<file path="src/verilog/pbs_defines.svh">
// Contract
// (RULE_01) latch bit drives pin level in output mode
// (RULE_02) direction bit: 0 input, 1 output, reset input
// (RULE_03) function bits 6..4 pick peripheral output
// (RULE_04) output type: 0 push-pull, 1 open-drain
// (RULE_05) readback zero only for push-pull outputs
// (RULE_06) at most two serial units active
// (RULE_07) pair field decodes active serial unit pair
// (RULE_08) group bit routes serial pins port2/port b
// (RULE_09) timer a0 input from port2 or port9
// (RULE_10) software changes selection only when stopped
// (RULE_11) software clears interrupt latch after change
// (RULE_12) shared interrupt latches follow the selection
// (RULE_13) port b pins carry serial signals
// (RULE_14) selected peripheral output replaces latch value
`ifndef PBS_DEFINES_SVH
`define PBS_DEFINES_SVH

`define PBS_AW 12
`define PBS_ADDR_LATCH 12'h00b
`define PBS_ADDR_READBACK 12'h018
`define PBS_ADDR_DIR 12'hf25
`define PBS_ADDR_FSEL 12'hf3f
`define PBS_ADDR_OTYPE 12'hf4c
`define PBS_ADDR_SEL 12'hfcb

`define PBS_PIN_HI 7
`define PBS_PIN_LO 4
`define PBS_FSEL_HI 6
`define PBS_SEL_TSEL_HI 7
`define PBS_SEL_TSEL_LO 6
`define PBS_SEL_GROUP 4
`define PBS_SEL_PAIR_HI 1
`define PBS_SEL_PAIR_LO 0

`define PBS_RST_PORT 4'h0
`define PBS_RST_FSEL 3'h0
`define PBS_RST_SEL 5'h00
`define PBS_LOW_NIBBLE 4'h0
`define PBS_ZERO_BYTE 8'h00

`define PBS_PAIR_UART_TWI 2'h0
`define PBS_PAIR_UART_SIO 2'h1
`define PBS_PAIR_SIO_TWI 2'h2
`define PBS_PAIR_RESERVED 2'h3
`define PBS_TSEL_PORT2 2'h0
`define PBS_TSEL_PORT9 2'h1

`endif

</file>
<file path="src/verilog/pbs_pkg.sv">
`include "pbs_defines.svh"
package pbs_pkg;
    typedef enum logic [1:0] {
        PBS_PAIR_UART_TWI = `PBS_PAIR_UART_TWI,
        PBS_PAIR_UART_SIO = `PBS_PAIR_UART_SIO,
        PBS_PAIR_SIO_TWI = `PBS_PAIR_SIO_TWI,
        PBS_PAIR_RESERVED = `PBS_PAIR_RESERVED
    } pbs_pair_t;

    typedef struct packed {
        logic [1:0] tsel;
        logic group;
        pbs_pair_t pair;
    } pbs_sel_t;

    typedef struct packed {
        logic uart;
        logic sio;
        logic twi;
    } pbs_units_t;

    typedef struct packed {
        logic sclk;
        logic sdo;
        logic utx;
    } pbs_periph_out_t;

    typedef struct packed {
        logic sdi;
        logic urx;
        logic timer_in;
    } pbs_periph_in_t;

    typedef struct packed {
        logic uart_rx;
        logic sio;
        logic twi;
    } pbs_irq_t;

    typedef struct packed {
        logic [3:0] latch;
        logic [3:0] dir;
        logic [3:0] otype;
        logic [2:0] fsel;
        pbs_sel_t sel;
        logic [7:0] rdata;
        logic [3:0] pin_out;
        logic [3:0] pin_oe;
        pbs_units_t unit_en;
        pbs_periph_in_t periph_in;
        logic [1:0] shared_irq;
        logic [2:0] port2_out;
    } pbs_state_t;
endpackage

</file>
<file path="src/verilog/pbs_pin_cell.sv">
`timescale 1ns/1ps
module pbs_pin_cell (
    input wire logic dir,
    input wire logic otype,
    input wire logic fsel,
    input wire logic latch,
    input wire logic alt,
    input wire logic alt_ok,
    input wire logic pin_in,
    output logic out,
    output logic oe,
    output logic rd
);
    logic val;
    always_comb begin
        // peripheral value only when its unit is routed here
        val = (fsel && alt_ok) ? alt : latch; // [RULE_14]
        oe = dir && (!otype || !val); // [RULE_01] [RULE_02] [RULE_04]
        out = otype ? 1'b0 : val; // [RULE_04]
        rd = (!dir || otype) ? pin_in : 1'b0; // [RULE_05]
    end
endmodule // pbs_pin_cell

</file>
<file path="src/verilog/pbs_serial_router.sv">
`timescale 1ns/1ps
`include "pbs_defines.svh"
module pbs_serial_router (
    input wire pbs_pkg::pbs_sel_t sel,
    input wire pbs_pkg::pbs_periph_out_t periph_out,
    input wire pbs_pkg::pbs_irq_t irq,
    input wire logic pb_pin5_in,
    input wire logic port2_pin1_in,
    input wire logic port9_pin1_in,
    output pbs_pkg::pbs_units_t unit_en,
    output logic [3:0] pb_alt,
    output logic [3:0] pb_alt_ok,
    output pbs_pkg::pbs_periph_in_t periph_in,
    output logic [1:0] shared_irq,
    output logic [2:0] port2_out
);
    logic sio_pair;
    logic uart_on;
    logic rx_src;
    always_comb begin
        // reserved code enables nothing, so never three units
        unit_en.uart = (sel.pair == pbs_pkg::PBS_PAIR_UART_TWI) ||
                       (sel.pair == pbs_pkg::PBS_PAIR_UART_SIO); // [RULE_06] [RULE_07]
        unit_en.sio = (sel.pair == pbs_pkg::PBS_PAIR_UART_SIO) ||
                      (sel.pair == pbs_pkg::PBS_PAIR_SIO_TWI); // [RULE_07]
        unit_en.twi = (sel.pair == pbs_pkg::PBS_PAIR_UART_TWI) ||
                      (sel.pair == pbs_pkg::PBS_PAIR_SIO_TWI); // [RULE_07]
        sio_pair = (sel.pair == pbs_pkg::PBS_PAIR_SIO_TWI);
        uart_on = unit_en.uart;
        pb_alt[0] = sio_pair ? periph_out.sdo : periph_out.utx; // [RULE_13]
        pb_alt[1] = periph_out.utx; // [RULE_13]
        pb_alt[2] = periph_out.sclk; // [RULE_13]
        pb_alt[3] = 1'b0;
        pb_alt_ok[0] = sel.group && (uart_on || sio_pair); // [RULE_08]
        pb_alt_ok[1] = sel.group && uart_on; // [RULE_08]
        pb_alt_ok[2] = sel.group && sio_pair; // [RULE_08]
        pb_alt_ok[3] = 1'b0;
        port2_out[0] = !sel.group && (sio_pair ? periph_out.sdo : (uart_on && periph_out.utx)); // [RULE_08]
        port2_out[1] = 1'b0;
        port2_out[2] = !sel.group && sio_pair && periph_out.sclk; // [RULE_08]
        rx_src = sel.group ? pb_pin5_in : port2_pin1_in; // [RULE_08]
        // idle-high receive line keeps a disabled uart quiet
        periph_in.urx = uart_on ? rx_src : 1'b1;
        periph_in.sdi = sio_pair ? rx_src : 1'b0;
        if (sel.tsel == `PBS_TSEL_PORT2) begin
            periph_in.timer_in = port2_pin1_in; // [RULE_09]
        end else if (sel.tsel == `PBS_TSEL_PORT9) begin
            periph_in.timer_in = port9_pin1_in; // [RULE_09]
        end else begin
            periph_in.timer_in = 1'b0;
        end
        // latch source flips with the pair; software must clear after a change
        shared_irq[0] = sio_pair ? irq.sio : (uart_on && irq.uart_rx); // [RULE_12] [RULE_11]
        shared_irq[1] = (sel.pair == pbs_pkg::PBS_PAIR_UART_SIO) ? irq.sio : (unit_en.twi && irq.twi); // [RULE_12]
    end
endmodule // pbs_serial_router

</file>
<file path="src/verilog/pbs_port_b.sv">
`timescale 1ns/1ps
`include "pbs_defines.svh"
module pbs_port_b (
    input wire logic ref_clk,
    input wire logic rst_n,
    input wire logic [`PBS_AW-1:0] sfr_addr,
    input wire logic sfr_wr,
    input wire logic sfr_rd,
    input wire logic [7:0] sfr_wdata,
    output logic [7:0] sfr_rdata,
    input wire logic [3:0] pb_pin_in,
    output logic [3:0] pb_pin_out,
    output logic [3:0] pb_pin_oe,
    input wire logic port2_pin1_in,
    input wire logic port9_pin1_in,
    output logic [2:0] port2_out,
    input wire pbs_pkg::pbs_periph_out_t periph_out,
    output pbs_pkg::pbs_periph_in_t periph_in,
    input wire pbs_pkg::pbs_irq_t irq,
    output logic [1:0] shared_irq,
    output pbs_pkg::pbs_units_t unit_en
);
    localparam pbs_pkg::pbs_state_t RST_STATE = '{
        latch: `PBS_RST_PORT,
        dir: `PBS_RST_PORT,
        otype: `PBS_RST_PORT,
        fsel: `PBS_RST_FSEL,
        sel: `PBS_RST_SEL,
        default: '0
    };

    pbs_pkg::pbs_state_t state;
    pbs_pkg::pbs_state_t next_state;
    logic [3:0] cell_out;
    logic [3:0] cell_oe;
    logic [3:0] cell_rd;
    logic [3:0] alt;
    logic [3:0] alt_ok;
    logic [3:0] fsel_pin;
    pbs_pkg::pbs_units_t rt_en;
    pbs_pkg::pbs_periph_in_t rt_in;
    logic [1:0] rt_irq;
    logic [2:0] rt_p2;

    assign fsel_pin = {1'b0, state.fsel};

    genvar gi;
    generate
        for (gi = 0; gi < 4; gi++) begin : g_pin
            pbs_pin_cell u_cell (
                .dir(state.dir[gi]),
                .otype(state.otype[gi]),
                .fsel(fsel_pin[gi]),
                .latch(state.latch[gi]),
                .alt(alt[gi]),
                .alt_ok(alt_ok[gi]),
                .pin_in(pb_pin_in[gi]),
                .out(cell_out[gi]),
                .oe(cell_oe[gi]),
                .rd(cell_rd[gi])
            );
        end
    endgenerate

    pbs_serial_router u_router (
        .sel(state.sel),
        .periph_out(periph_out),
        .irq(irq),
        .pb_pin5_in(pb_pin_in[1]),
        .port2_pin1_in(port2_pin1_in),
        .port9_pin1_in(port9_pin1_in),
        .unit_en(rt_en),
        .pb_alt(alt),
        .pb_alt_ok(alt_ok),
        .periph_in(rt_in),
        .shared_irq(rt_irq),
        .port2_out(rt_p2)
    );

    always_comb begin
        next_state = state;
        next_state.rdata = `PBS_ZERO_BYTE;
        if (sfr_wr) begin
            if (sfr_addr == `PBS_ADDR_LATCH) begin
                next_state.latch = sfr_wdata[`PBS_PIN_HI:`PBS_PIN_LO]; // [RULE_01]
            end else if (sfr_addr == `PBS_ADDR_DIR) begin
                next_state.dir = sfr_wdata[`PBS_PIN_HI:`PBS_PIN_LO]; // [RULE_02]
            end else if (sfr_addr == `PBS_ADDR_FSEL) begin
                next_state.fsel = sfr_wdata[`PBS_FSEL_HI:`PBS_PIN_LO]; // [RULE_03]
            end else if (sfr_addr == `PBS_ADDR_OTYPE) begin
                next_state.otype = sfr_wdata[`PBS_PIN_HI:`PBS_PIN_LO]; // [RULE_04]
            end else if (sfr_addr == `PBS_ADDR_SEL) begin
                // no interlock: stopping the units first is up to software
                next_state.sel.tsel = sfr_wdata[`PBS_SEL_TSEL_HI:`PBS_SEL_TSEL_LO]; // [RULE_09] [RULE_10]
                next_state.sel.group = sfr_wdata[`PBS_SEL_GROUP]; // [RULE_08]
                next_state.sel.pair = pbs_pkg::pbs_pair_t'(sfr_wdata[`PBS_SEL_PAIR_HI:`PBS_SEL_PAIR_LO]); // [RULE_07]
            end
        end
        if (sfr_rd) begin
            if (sfr_addr == `PBS_ADDR_LATCH) begin
                next_state.rdata = {state.latch, `PBS_LOW_NIBBLE};
            end else if (sfr_addr == `PBS_ADDR_READBACK) begin
                next_state.rdata = {cell_rd, `PBS_LOW_NIBBLE}; // [RULE_05]
            end else if (sfr_addr == `PBS_ADDR_DIR) begin
                next_state.rdata = {state.dir, `PBS_LOW_NIBBLE};
            end else if (sfr_addr == `PBS_ADDR_FSEL) begin
                next_state.rdata = {1'b0, state.fsel, `PBS_LOW_NIBBLE}; // [RULE_03]
            end else if (sfr_addr == `PBS_ADDR_OTYPE) begin
                next_state.rdata = {state.otype, `PBS_LOW_NIBBLE};
            end else if (sfr_addr == `PBS_ADDR_SEL) begin
                next_state.rdata = {state.sel.tsel, 1'b0, state.sel.group, 2'h0, state.sel.pair};
            end
        end
        next_state.pin_out = cell_out; // [RULE_01]
        next_state.pin_oe = cell_oe; // [RULE_02]
        next_state.unit_en = rt_en; // [RULE_06]
        next_state.periph_in = rt_in;
        next_state.shared_irq = rt_irq; // [RULE_12]
        next_state.port2_out = rt_p2;
    end

    always_ff @(posedge ref_clk) begin
        if (!rst_n) begin
            state <= RST_STATE;
        end else begin
            state <= next_state;
        end
    end

    assign sfr_rdata = state.rdata;
    assign pb_pin_out = state.pin_out;
    assign pb_pin_oe = state.pin_oe;
    assign port2_out = state.port2_out;
    assign periph_in = state.periph_in;
    assign shared_irq = state.shared_irq;
    assign unit_en = state.unit_en;
endmodule // pbs_port_b

</file>
<file path="config.mk">
export PLATFORM = sky130hd
export DESIGN_NAME = pbs_port_b
export DESIGN_NICKNAME = d
export VERILOG_FILES = /design/src/verilog/pbs_pkg.sv /design/src/verilog/pbs_pin_cell.sv /design/src/verilog/pbs_serial_router.sv /design/src/verilog/pbs_port_b.sv
export VERILOG_INCLUDE_DIRS = /design/src /design/src/verilog
export SDC_FILE = /design/constraint.sdc
export NUM_CORES = 1
export LEC_CHECK = 0
export ABC_AREA = 1
export BUFFER_PORTS_ARGS = -buffer_cell sky130_fd_sc_hd__buf_4
export CORE_AREA = 8 8 77 79
export DETAILED_ROUTE_END_ITERATION = 16
export DIE_AREA = 0 0 85 87
export GPL_TIMING_DRIVEN = 0
export HOLD_SLACK_MARGIN = 0.05
export PLACE_DENSITY = 0.76
export SYNTH_ARGS = -nofsm -noshare
export SYNTH_HDL_FRONTEND = slang
export SYNTH_SLANG_ARGS = --single-unit
</file>
<file path="constraint.sdc">
create_clock -name ref_clk -period 1.8 [get_ports ref_clk]
set_input_delay 0.09 -clock ref_clk [delete_from_list [all_inputs] [get_ports ref_clk]]
set_output_delay 0.09 -clock ref_clk [all_outputs]
set_load 0.01 [all_outputs]
</file>
==> impl_metrics.tcl, run 1 <==
set metrics [dict create \
    adder_cell_share_of_the_synthesized_area 0.0212 \
    cellInternalPower_mw 1.34 \
    finalCoreUtilization 0.614 \
    grt_antenna_before_repair 0 \
    seq_power_share 0.554 \
    via_count 2313 \
    slowest_delay_ns 0.36 \
    cts-root-buf "sky130_fd_sc_hd__clkbuf_8" \
    design.portCount 63 \
    fp-row-count 26 \
    min_delay_worst_endpoint "state[46]$_SDFFE_PN0P_" \
    post_placement_setup_slack_ns 0.342 \
    synth.distinct_cells 35 \
    critical_path_required_ns 1.98 \
    cts_post_setup_buffers_inserted 0 \
    finish.net_count 437 \
    cts_inserted_buffers 5 \
    critPathLaunchType "flip-flop" \
    antenna_cells 0 \
    floorplan.die_area_um2 7400 \
    fp.coreArea_um2 4850 \
    critPathTopFamily "compound AO/OA/AOI/OAI gates" \
    post_synth_and_or_nand_nor_area_fraction 0.341 \
    synthesis.yosys.warnings 0 \
    layout_worst_path_cycle_share 0.818 \
    worst_clock_skew_ns 0.00888 \
    post-synth-top-area-fraction 0.373 \
    r2r_setup_slack_ns 0.33 \
    post-route-worst-setup-slack_ns 0.328 \
    leakagePower_nw 1.45 \
    grt_remaining_overflow 0 \
    max_slew_margin 0.637 \
    regToRegEndpoint "pb_pin_oe[0]$_SDFF_PN0_" \
    number_of_nets_with_antenna_violations_after_routing 0 \
    setup-violations-final 0 \
    synth_seq_cells 44 \
    post_route_setup_tns_ns 0 \
    tightestPinTransition_ns 0.544 \
    cts-root-to-sink-buffers 2 \
    layout.cells.most_common_list "84 x sky130_fd_sc_hd__buf_4, 54 x sky130_fd_sc_hd__nor2_1, 44 x sky130_fd_sc_hd__dfxtp_1" \
    path_clk_slew_ns 0.08 \
    yosys-mux-area-fraction 0.00424 \
    power_density_nw_per_um2 596 \
    critical_path_arrival_ns 1.66 \
    worstSetupEndpointType "flip-flop" \
    vdd_ir_drop_max_uv 305 \
    layout.cells.most_common "sky130_fd_sc_hd__buf_4" \
    count_of_input_and_output_buffers 57 \
    final_estimated_routing_congestion_in_global_placement 0.946 \
    critical_path_peak_fanout 5 \
    detailedRoute.firstPassIterationCount 5 \
    synth.cell_area_um2 2360 \
    maxCapViolations 0 \
    tritoncts_clock_tree "built" \
    largest_family_of_logic_cells_by_synthesized_area "simple AND/OR/NAND/NOR gates" \
    period_needed_ns 1.47 \
    synthTopCellsByArea "sky130_fd_sc_hd__dfxtp_1 37%, sky130_fd_sc_hd__buf_4 8.6%, sky130_fd_sc_hd__nor2_1 8.6%" \
    dpl.cell_count 443 \
    die_height_um 87 \
    synthXorXnorAreaFrac 0 \
    switching_pwr_mw 0.429 \
    area.growth.synth_to_final_pct 26.1 \
    rsz_0062_raised_after_global_routing "false" \
    reg2reg_depth 7 \
    hold_violations 0 \
    worstHoldStart "sfr_wdata[7]" \
    synth_compound_area_frac 0.0949 \
    finish.cell_count_without_fillers 453 \
    worstSetupPathType "reg -> reg" \
    hold-path-cell-count 3 \
    cp_cell_sequence "inv_1 -> ha_1 -> inv_1 -> a21oi_1 -> o21a_1 -> o211ai_1 -> inv_1" \
    grt_max_degree 14 \
    critical_path.reg2reg.startpoint "state[27]$_SDFFE_PN0P_" \
    fraction_of_power_spent_switching_nets 0.242 \
    grt_pass1_vias 2121 \
    timing.hold.worst.class "in -> reg" \
    share_clk_of_total_power 0.325 \
    post-synth-top-area-cell "sky130_fd_sc_hd__dfxtp_1" \
    layout-drive-gt1-share 0.285 \
    die_width_um 85 \
    drtIter0Drc 169 \
    route.detailed.drc 0 \
    vias_per_cell 5.11 \
    comb_power_frac 0.121 \
    seq_area_frac_synth 0.373 \
    slew_violations 0 \
    outcome "finished clean" \
    place_hpwl_mm 4.90 \
    htreeDepth 2 \
    critical_path.most_common_cell "sky130_fd_sc_hd__inv_1" \
    clock.fmax_ghz 0.679 \
    avgSynthCellArea_um2 7.20 \
    initial_core_utilization 0.487 \
    clk-insertion-delay-late_ns 0.29 \
    slowest_stage "sky130_fd_sc_hd__dfxtp_1" \
    synthesis.instances 328 \
    wl_mm 6.06 \
    grt_pass1_wl_mm 9.83 \
    critical_path_buf_inv_count 3 \
    cts.sinks 44 \
    wire_per_inst_um 13.4 \
    gr-usage-all-layers 0.166 \
]
## cells in the mapped netlist, drive strengths merged
cell / number
nor2: 65
dfxtp: 44
nand2: 43
inv: 42
nand3: 30
buf: 29
a21oi: 18
o21ai: 15
nand4: 12
nor3: 9
ha: 4
o211ai: 3
a21boi: 2
clkbuf: 2
a211oi: 1
a31oi: 1
and2: 1
and3: 1
clkinv: 1
conb: 1
mux2i: 1
nor4: 1
o21a: 1
or2: 1
## state kept, by name, indices dropped and copies added, names as in the netlist
name        flops
periph_in       3
state          17
fsel_pin        3
port2_out       2
sfr_rdata       6
pb_pin_oe       4
shared_irq      2
pb_pin_out      4
unit_en         3
## timing repair
| action | in CTS | in global routing |
|---|---|---|
| endpoints found under the setup margin | 0 | 0 |
| resized for setup | 0 | 0 |
| hold buffers | 2 | 1 |
| endpoints found under the hold margin | 2 | 1 |
## cell families (layout without fill, tap and decap cells)
group | count (synthesis) | count (layout)
adder cells (fa/ha/maj) | 4 | 4
AND/OR/NAND/NOR | 163 | 163
buffers and inverters | 74 | 141
flip-flops | 44 | 44
AO/OA/AOI/OAI | 41 | 41
multiplexers | 1 | 1
other | 1 | 3
## power groups by stage
stage	clock network (mW)	registers [mW]	logic (mW)
finish	0.576	0.983	0.214
global route	0.641	0.985	0.233
CTS	0.590	0.983	0.211
detailed placement	0	1.01	0.207
global placement	0	1.01	0.205
floorplan	0	1.01	0.102
## worst max path at each step
stage / start / endpoint / slack [ns] / depth (start not counted)
after floorplan: state[27]$_SDFFE_PN0P_ / pb_pin_oe[0]$_SDFF_PN0_ / 0.49 / 7
after global placement: state[27]$_SDFFE_PN0P_ / pb_pin_oe[0]$_SDFF_PN0_ / 0.37 / 7
after detailed placement: state[27]$_SDFFE_PN0P_ / pb_pin_oe[0]$_SDFF_PN0_ / 0.34 / 7
after CTS: state[27]$_SDFFE_PN0P_ / pb_pin_oe[0]$_SDFF_PN0_ / 0.32 / 7
after global routing: state[28]$_SDFFE_PN0P_ / pb_pin_oe[1]$_SDFF_PN0_ / 0.16 / 9
final: state[27]$_SDFFE_PN0P_ / pb_pin_oe[0]$_SDFF_PN0_ / 0.33 / 7
## per-stage QoR
step                      instance area [µm²]  power, mW  hold slack (ns)
after floorplan                          2370       1.11            0.224
after global placement                   2870       1.21            0.319
after detailed placement                 2870       1.21            0.334
after CTS                                2970       1.78           0.0501
after global routing                     2980       1.86           0.0524
final                                    2980       1.77           0.0518
## layer usage
layer  up-vias  share of wire  global-route usage
met5         -              0                   0
met4         0          0.017              0.0647
met3        10          0.072              0.0377
met2        98           0.47               0.282
met1      1039           0.44               0.199
li1       1166              -                   -
## worst reg2reg max path, stage by stage, from the launching register on
cell and delay [ns]:
sky130_fd_sc_hd__dfxtp_1 0.36, sky130_fd_sc_hd__inv_1 0.10, sky130_fd_sc_hd__ha_1 0.27, sky130_fd_sc_hd__inv_1 0.15, sky130_fd_sc_hd__a21oi_1 0.08, sky130_fd_sc_hd__o21a_1 0.20
sky130_fd_sc_hd__o211ai_1 0.16, sky130_fd_sc_hd__inv_1 0.05
## area by class of cell
class | count | area, µm²
fill | 446 | 1870
multi-input combinational | 212 | 1100
sequential | 44 | 881
timing repair buffer | 60 | 458
buffer | 31 | 220
inverter | 43 | 166
tap | 56 | 70.1
clock buffer | 5 | 68.8
clock inverter | 2 | 12.5
No activity file was read; power rests on OpenSTA's default activity.
==> run 2, diff against run 1 <==
CORE_AREA = 8 8 80 82   (was 8 8 77 79)
DIE_AREA = 0 0 88 90   (was 0 0 85 87)
PLACE_DENSITY = 0.73   (was 0.76)
clock period = 1.23 ns   (was 1.8 ns; I/O delays follow)
==> run 2 against run 1 <==
- sequential cell count did not move
- worst setup slack got worse by 0.44 ns
- global-route usage fell by 0.80 points
- via count rose by 1.0%
- final area rose by 7.1%
- largest power group unchanged
- sequential power rose by 45%
- the flow now finishes with violations (setup timing)
- critical path depth did not move
- hold slack got worse by 0.0054 ns
- final cell count rose by 6.2%
- sequential share of layout area fell by 1.7 points
- largest cell class unchanged
==> impl_metrics.tcl, run 2 (synthesis gave the netlist of run 1 again) <==
set metrics [dict create \
    critical_path_arrival_ns 1.58 \
    antenna_cells 0 \
    clock.fmax_ghz 0.747 \
    area.sequential_um2 890 \
    maxCapViolations 0 \
    via_count 2337 \
    grt_pass1_wl_mm 9.89 \
    worstSetupPathType "reg -> reg" \
    setup-violations-final 4 \
    drtIter0Drc 219 \
    slew_violations 0 \
    post-route-worst-setup-slack_ns -0.110 \
    worst_clock_skew_ns 0.00594 \
    hold_violations 0 \
    tritoncts_clock_tree "built" \
    design.portCount 63 \
    period_needed_ns 1.34 \
    fp-row-count 27 \
    layout-drive-gt1-share 0.340 \
    layout_worst_path_cycle_share 1.09 \
    worstHoldStart "sfr_wdata[6]" \
    initial_core_utilization 0.451 \
    leakagePower_nw 1.51 \
    outcome "finished, violations left" \
    place_hpwl_mm 4.80 \
    cp_cell_sequence "inv_6 -> ha_4 -> buf_4 -> nand3_2 -> mux2i_2 -> o211ai_1 -> inv_1" \
    dpl.cell_count 459 \
    critical_path_required_ns 1.47 \
    worstSetupEndpointType "flip-flop" \
    wire_per_inst_um 13.0 \
    rsz_0062_raised_after_global_routing "true" \
    finalCoreUtilization 0.609 \
    layout.cells.most_common_list "90 x sky130_fd_sc_hd__buf_4, 54 x sky130_fd_sc_hd__nor2_1, 41 x sky130_fd_sc_hd__dfxtp_1" \
    finish.cell_count_without_fillers 481 \
    die_width_um 88 \
    critical_path.reg2reg.startpoint "state[27]$_SDFFE_PN0P_" \
    die_height_um 90 \
    largest_reg_flops 17 \
    htreeDepth 2 \
    max_slew_margin 0.627 \
    hold-path-cell-count 3 \
    cts-root-buf "sky130_fd_sc_hd__clkbuf_8" \
    number_of_nets_with_antenna_violations_after_routing 0 \
    cts_inserted_buffers 5 \
    count_of_input_and_output_buffers 57 \
    area.growth.synth_to_final_pct 35.0 \
    tightestPinTransition_ns 0.559 \
    reg2reg_depth 7 \
    total_of_fill_cells_in_the_finished_design 463 \
    route.detailed.drc 0 \
    power_density_nw_per_um2 823 \
    timing.hold.worst.class "in -> reg" \
    floorplan.die_area_um2 7920 \
    slowest_delay_ns 0.40 \
    layout.cells.most_common "sky130_fd_sc_hd__buf_4" \
    clk-insertion-delay-late_ns 0.30 \
    fin_total_pwr_mw 2.62 \
    vdd_ir_drop_max_uv 637 \
    cts.sinks 44 \
    path_clk_slew_ns 0.08 \
    final_estimated_routing_congestion_in_global_placement 0.932 \
    largest_register "state" \
    multi_input_comb_area_um2 1170 \
    wl_mm 6.28 \
    failing_checks "setup timing" \
    grt_antenna_before_repair 0 \
    worst_setup_path_startpoint "state[27]$_SDFFE_PN0P_" \
    grt_pass1_vias 2151 \
    fp.coreArea_um2 5240 \
    gr-usage-all-layers 0.158 \
    vias_per_cell 4.86 \
    critical_path_peak_fanout 4 \
    critPathLaunchType "flip-flop" \
    detailedRoute.firstPassIterationCount 5 \
    grt_max_degree 13 \
    slowest_stage "sky130_fd_sc_hd__dfxtp_4" \
    grt_remaining_overflow 0 \
    finish.net_count 449 \
    cts-root-to-sink-buffers 2 \
]
run 2: changes by cell type in the layout (fill, tap and decap cells not counted), sizes merged:
| cell | delta |
|---|---|
| clkinvlp | -1 |
| buf | +6 |
| clkbuf | +1 |
| dlygate4sd3 | +6 |
run 2: power breakdown:
part           internal, mW  total, mW  switching [mW]  leakage [nW]
Clock                 0.386      0.857           0.471        0.0410
Combinational         0.160      0.332           0.172          1.11
Sequential             1.43       1.43         0.00322         0.359
Total                  1.98       2.62           0.646          1.51
run 2: final timing paths:
kind / to / slack, ns
worst min register to register: periph_in[0]$_SDFF_PN0_ / 0.48
worst max register to register: pb_pin_oe[2]$_SDFF_PN0_ / -0.11
worst max-delay path: pb_pin_oe[2]$_SDFF_PN0_ / -0.11
worst min-delay path: state[45]$_SDFFE_PN0P_ / 0.05
run 2: worst max-delay path: cells and delay by family, from the launching register on:
kind                     cells  cell delay (ns)
multiplexers                 1             0.25
flip-flops                   1             0.40
buffers and inverters        3             0.26
adder cells (fa/ha/maj)      1             0.17
AND/OR/NAND/NOR              1             0.07
AO/OA/AOI/OAI                1             0.12
run 2: cell type report:
class | instances | share of cell area
plain buffers | 31 | 0.0691
flip-flops and latches | 44 | 0.279
repair buffers | 72 | 0.177
well taps | 72 | 0.0283
inverters | 43 | 0.0553
clock buffers | 6 | 0.0228
clock inverters | 1 | 0.00157
multi-input cells | 212 | 0.367
run 2: timing repair:
action                                  4_1_cts  5_1_grt
cloned                                        0        0
hold endpoints to repair                      8        0
pin swaps                                     2       10
hold buffers                                  9        0
resized for setup                            15       10
endpoints found under the setup margin        5        7
buffers inserted                              4        2
run 2: metal layers:
metal | global-route usage | wire length [µm]
met1 | 0.201 | 2750
met2 | 0.255 | 2980
met3 | 0.0391 | 459
met4 | 0.0445 | 84
met5 | 0 | 0
run 2: metrics by stage:
stage / TNS, ns / area (µm²) / hold WS, ns / worst slack [ns]
5_1_grt: -0.567 / 3190 / 0.0507 / -0.154
2_1_floorplan: 0 / 2370 / 0.196 / 0.0165
3_5_place_dp: -0.787 / 2890 / 0.303 / -0.162
4_1_cts: -0.0571 / 3140 / 0.0501 / -0.0331
6_report: -0.257 / 3190 / 0.0464 / -0.110
3_3_place_gp: -0.589 / 2890 / 0.290 / -0.114
==> run 3, diff against run 2 <==
clock period = 1.2 ns   (was 1.23 ns; I/O delays follow)
==> run 3 against run 2 <==
- the run still ends with setup timing left
- critical path type unchanged
- critical path depth stayed put
- final cell count increased by 1.0%
- sequential share of layout area fell by 0.81 points
- maximum frequency grew 1.5%
==> impl_metrics.tcl, run 3 (synthesis gave the netlist of run 1 again) <==
set metrics [dict create \
    detailedRoute.firstPassIterationCount 5 \
    cts_inserted_buffers 5 \
    outcome "finished, violations left" \
    final_estimated_routing_congestion_in_global_placement 0.907 \
    failing_checks "setup timing" \
    period_needed_ns 1.32 \
    cts-root-to-sink-buffers 2 \
    grt_pass1_vias 2193 \
    count_of_input_and_output_buffers 57 \
    wl_mm 6.67 \
    grt_antenna_before_repair 0 \
    cts-root-buf "sky130_fd_sc_hd__clkbuf_8" \
    place_hpwl_mm 4.81 \
    layout.cells.most_common_list "90 x sky130_fd_sc_hd__buf_4, 54 x sky130_fd_sc_hd__nor2_1, 41 x sky130_fd_sc_hd__dfxtp_1" \
    die_height_um 90 \
    design.portCount 63 \
    tightestPinTransition_ns 0.555 \
    path_clk_slew_ns 0.08 \
    finish.net_count 453 \
    via_count 2369 \
    wire_per_inst_um 13.7 \
    clock.fmax_ghz 0.758 \
    largest_reg_flops 17 \
    slew_violations 0 \
    post_placement_setup_slack_ns -0.120 \
    slowest_stage "sky130_fd_sc_hd__dfxtp_4" \
    route.detailed.drc 0 \
    worst_clock_skew_ns 0.00981 \
    timing.hold.worst.class "in -> reg" \
    clk-insertion-delay-late_ns 0.31 \
    cp_cell_sequence "inv_6 -> ha_4 -> buf_6 -> nand3_2 -> mux2i_2 -> o211ai_1 -> inv_1" \
    gr-usage-all-layers 0.163 \
    hold_violations 0 \
    critical_path_required_ns 1.40 \
    rsz_0062_raised_after_global_routing "true" \
    die_width_um 88 \
    antenna_cells 0 \
    critical_path_peak_fanout 4 \
    largest_register "state" \
    initial_core_utilization 0.451 \
    worstSetupPathType "reg -> reg" \
    setup-violations-final 6 \
    vdd_ir_drop_max_uv 699 \
    critPathLaunchType "flip-flop" \
    finalCoreUtilization 0.627 \
    fp.coreArea_um2 5240 \
    max_slew_margin 0.630 \
    vias_per_cell 4.87 \
    hold_slack_final_ns 0.0614 \
    drtIter0Drc 196 \
    fin_total_pwr_mw 2.93 \
    fp-row-count 27 \
    grt_max_degree 14 \
    worstSetupEndpointType "flip-flop" \
    cts.sinks 44 \
    grt_pass1_wl_mm 10.1 \
    critical_path_arrival_ns 1.52 \
    leakagePower_nw 1.54 \
    floorplan.die_area_um2 7920 \
    post-route-worst-setup-slack_ns -0.120 \
    slowest_delay_ns 0.37 \
    layout-drive-gt1-share 0.341 \
    grt_remaining_overflow 0 \
    area.growth.synth_to_final_pct 39.1 \
    r2r_setup_slack_ns -0.12 \
    power_density_nw_per_um2 894 \
    tritoncts_clock_tree "built" \
    number_of_nets_with_antenna_violations_after_routing 0 \
    layout_worst_path_cycle_share 1.10 \
    maxCapViolations 0 \
    htreeDepth 2 \
    layout.cells.most_common "sky130_fd_sc_hd__buf_4" \
]
run 3: worst paths after layout:
check | start | endpoint | cells after the start
hold / removal | port2_pin1_in | periph_in[0]$_SDFF_PN0_ | 3
setup / recovery | state[27]$_SDFFE_PN0P_ | pb_pin_oe[2]$_SDFF_PN0_ | 7
hold reg to reg | state[42]$_SDFFE_PN0P_ | pb_pin_oe[3]$_SDFF_PN0_ | 2
setup reg to reg | state[27]$_SDFFE_PN0P_ | pb_pin_oe[2]$_SDFF_PN0_ | 7
run 3: per-layer routing:
| metal | vias to the layer above | share of wire | track usage |
|---|---|---|---|
| li1 | 1203 | - | - |
| met1 | 1058 | 0.42 | 0.203 |
| met2 | 92 | 0.48 | 0.261 |
| met3 | 16 | 0.071 | 0.0437 |
| met4 | 0 | 0.023 | 0.0560 |
| met5 | - | 0 | 0 |
run 3: what timing repair did:
item,CTS,global route
hold buffers,12,0
setup endpoints to repair,6,7
cloned,0,0
buffers inserted,1,6
resized for setup,11,18
pin swaps,3,11
hold endpoints to repair,15,0
run 3: critical path: cells and delay by family (launching register included):
| family | cells | cell delay [ns] |
|---|---|---|
| DFF | 1 | 0.37 |
| and+or+nand+nor | 1 | 0.08 |
| buffers and inverters | 3 | 0.24 |
| muxes | 1 | 0.18 |
| AOI/OAI and AO/OA | 1 | 0.18 |
| adders and majority gates | 1 | 0.17 |
run 3: per-stage QoR:
step / area, µm² / TNS (ns) / cells
floorplan: 2380 / -0.00488 / 330
global placement: 2890 / -1.02 / 459
detailed placement: 2890 / -1.65 / 459
CTS: 3160 / -0.123 / 480
global route: 3280 / -0.791 / 486
finish: 3280 / -0.405 / 486
run 3: area by class of cell:
cell class	instances	area (µm²)
Fill cell	465	1950
Multi-Input combinational cell	212	1190
Sequential cell	44	890
Timing Repair Buffer	76	604
Buffer	31	220
Inverter	43	184
Tap cell	72	90.1
Clock buffer	6	72.6
Clock inverter	2	35.0
run 3: power by group:
| part | switching, mW | total [mW] | internal, mW |
|---|---|---|---|
| clock | 0.494 | 1.11 | 0.618 |
| combinational | 0.180 | 0.353 | 0.173 |
| sequential | 0.00304 | 1.47 | 1.47 |
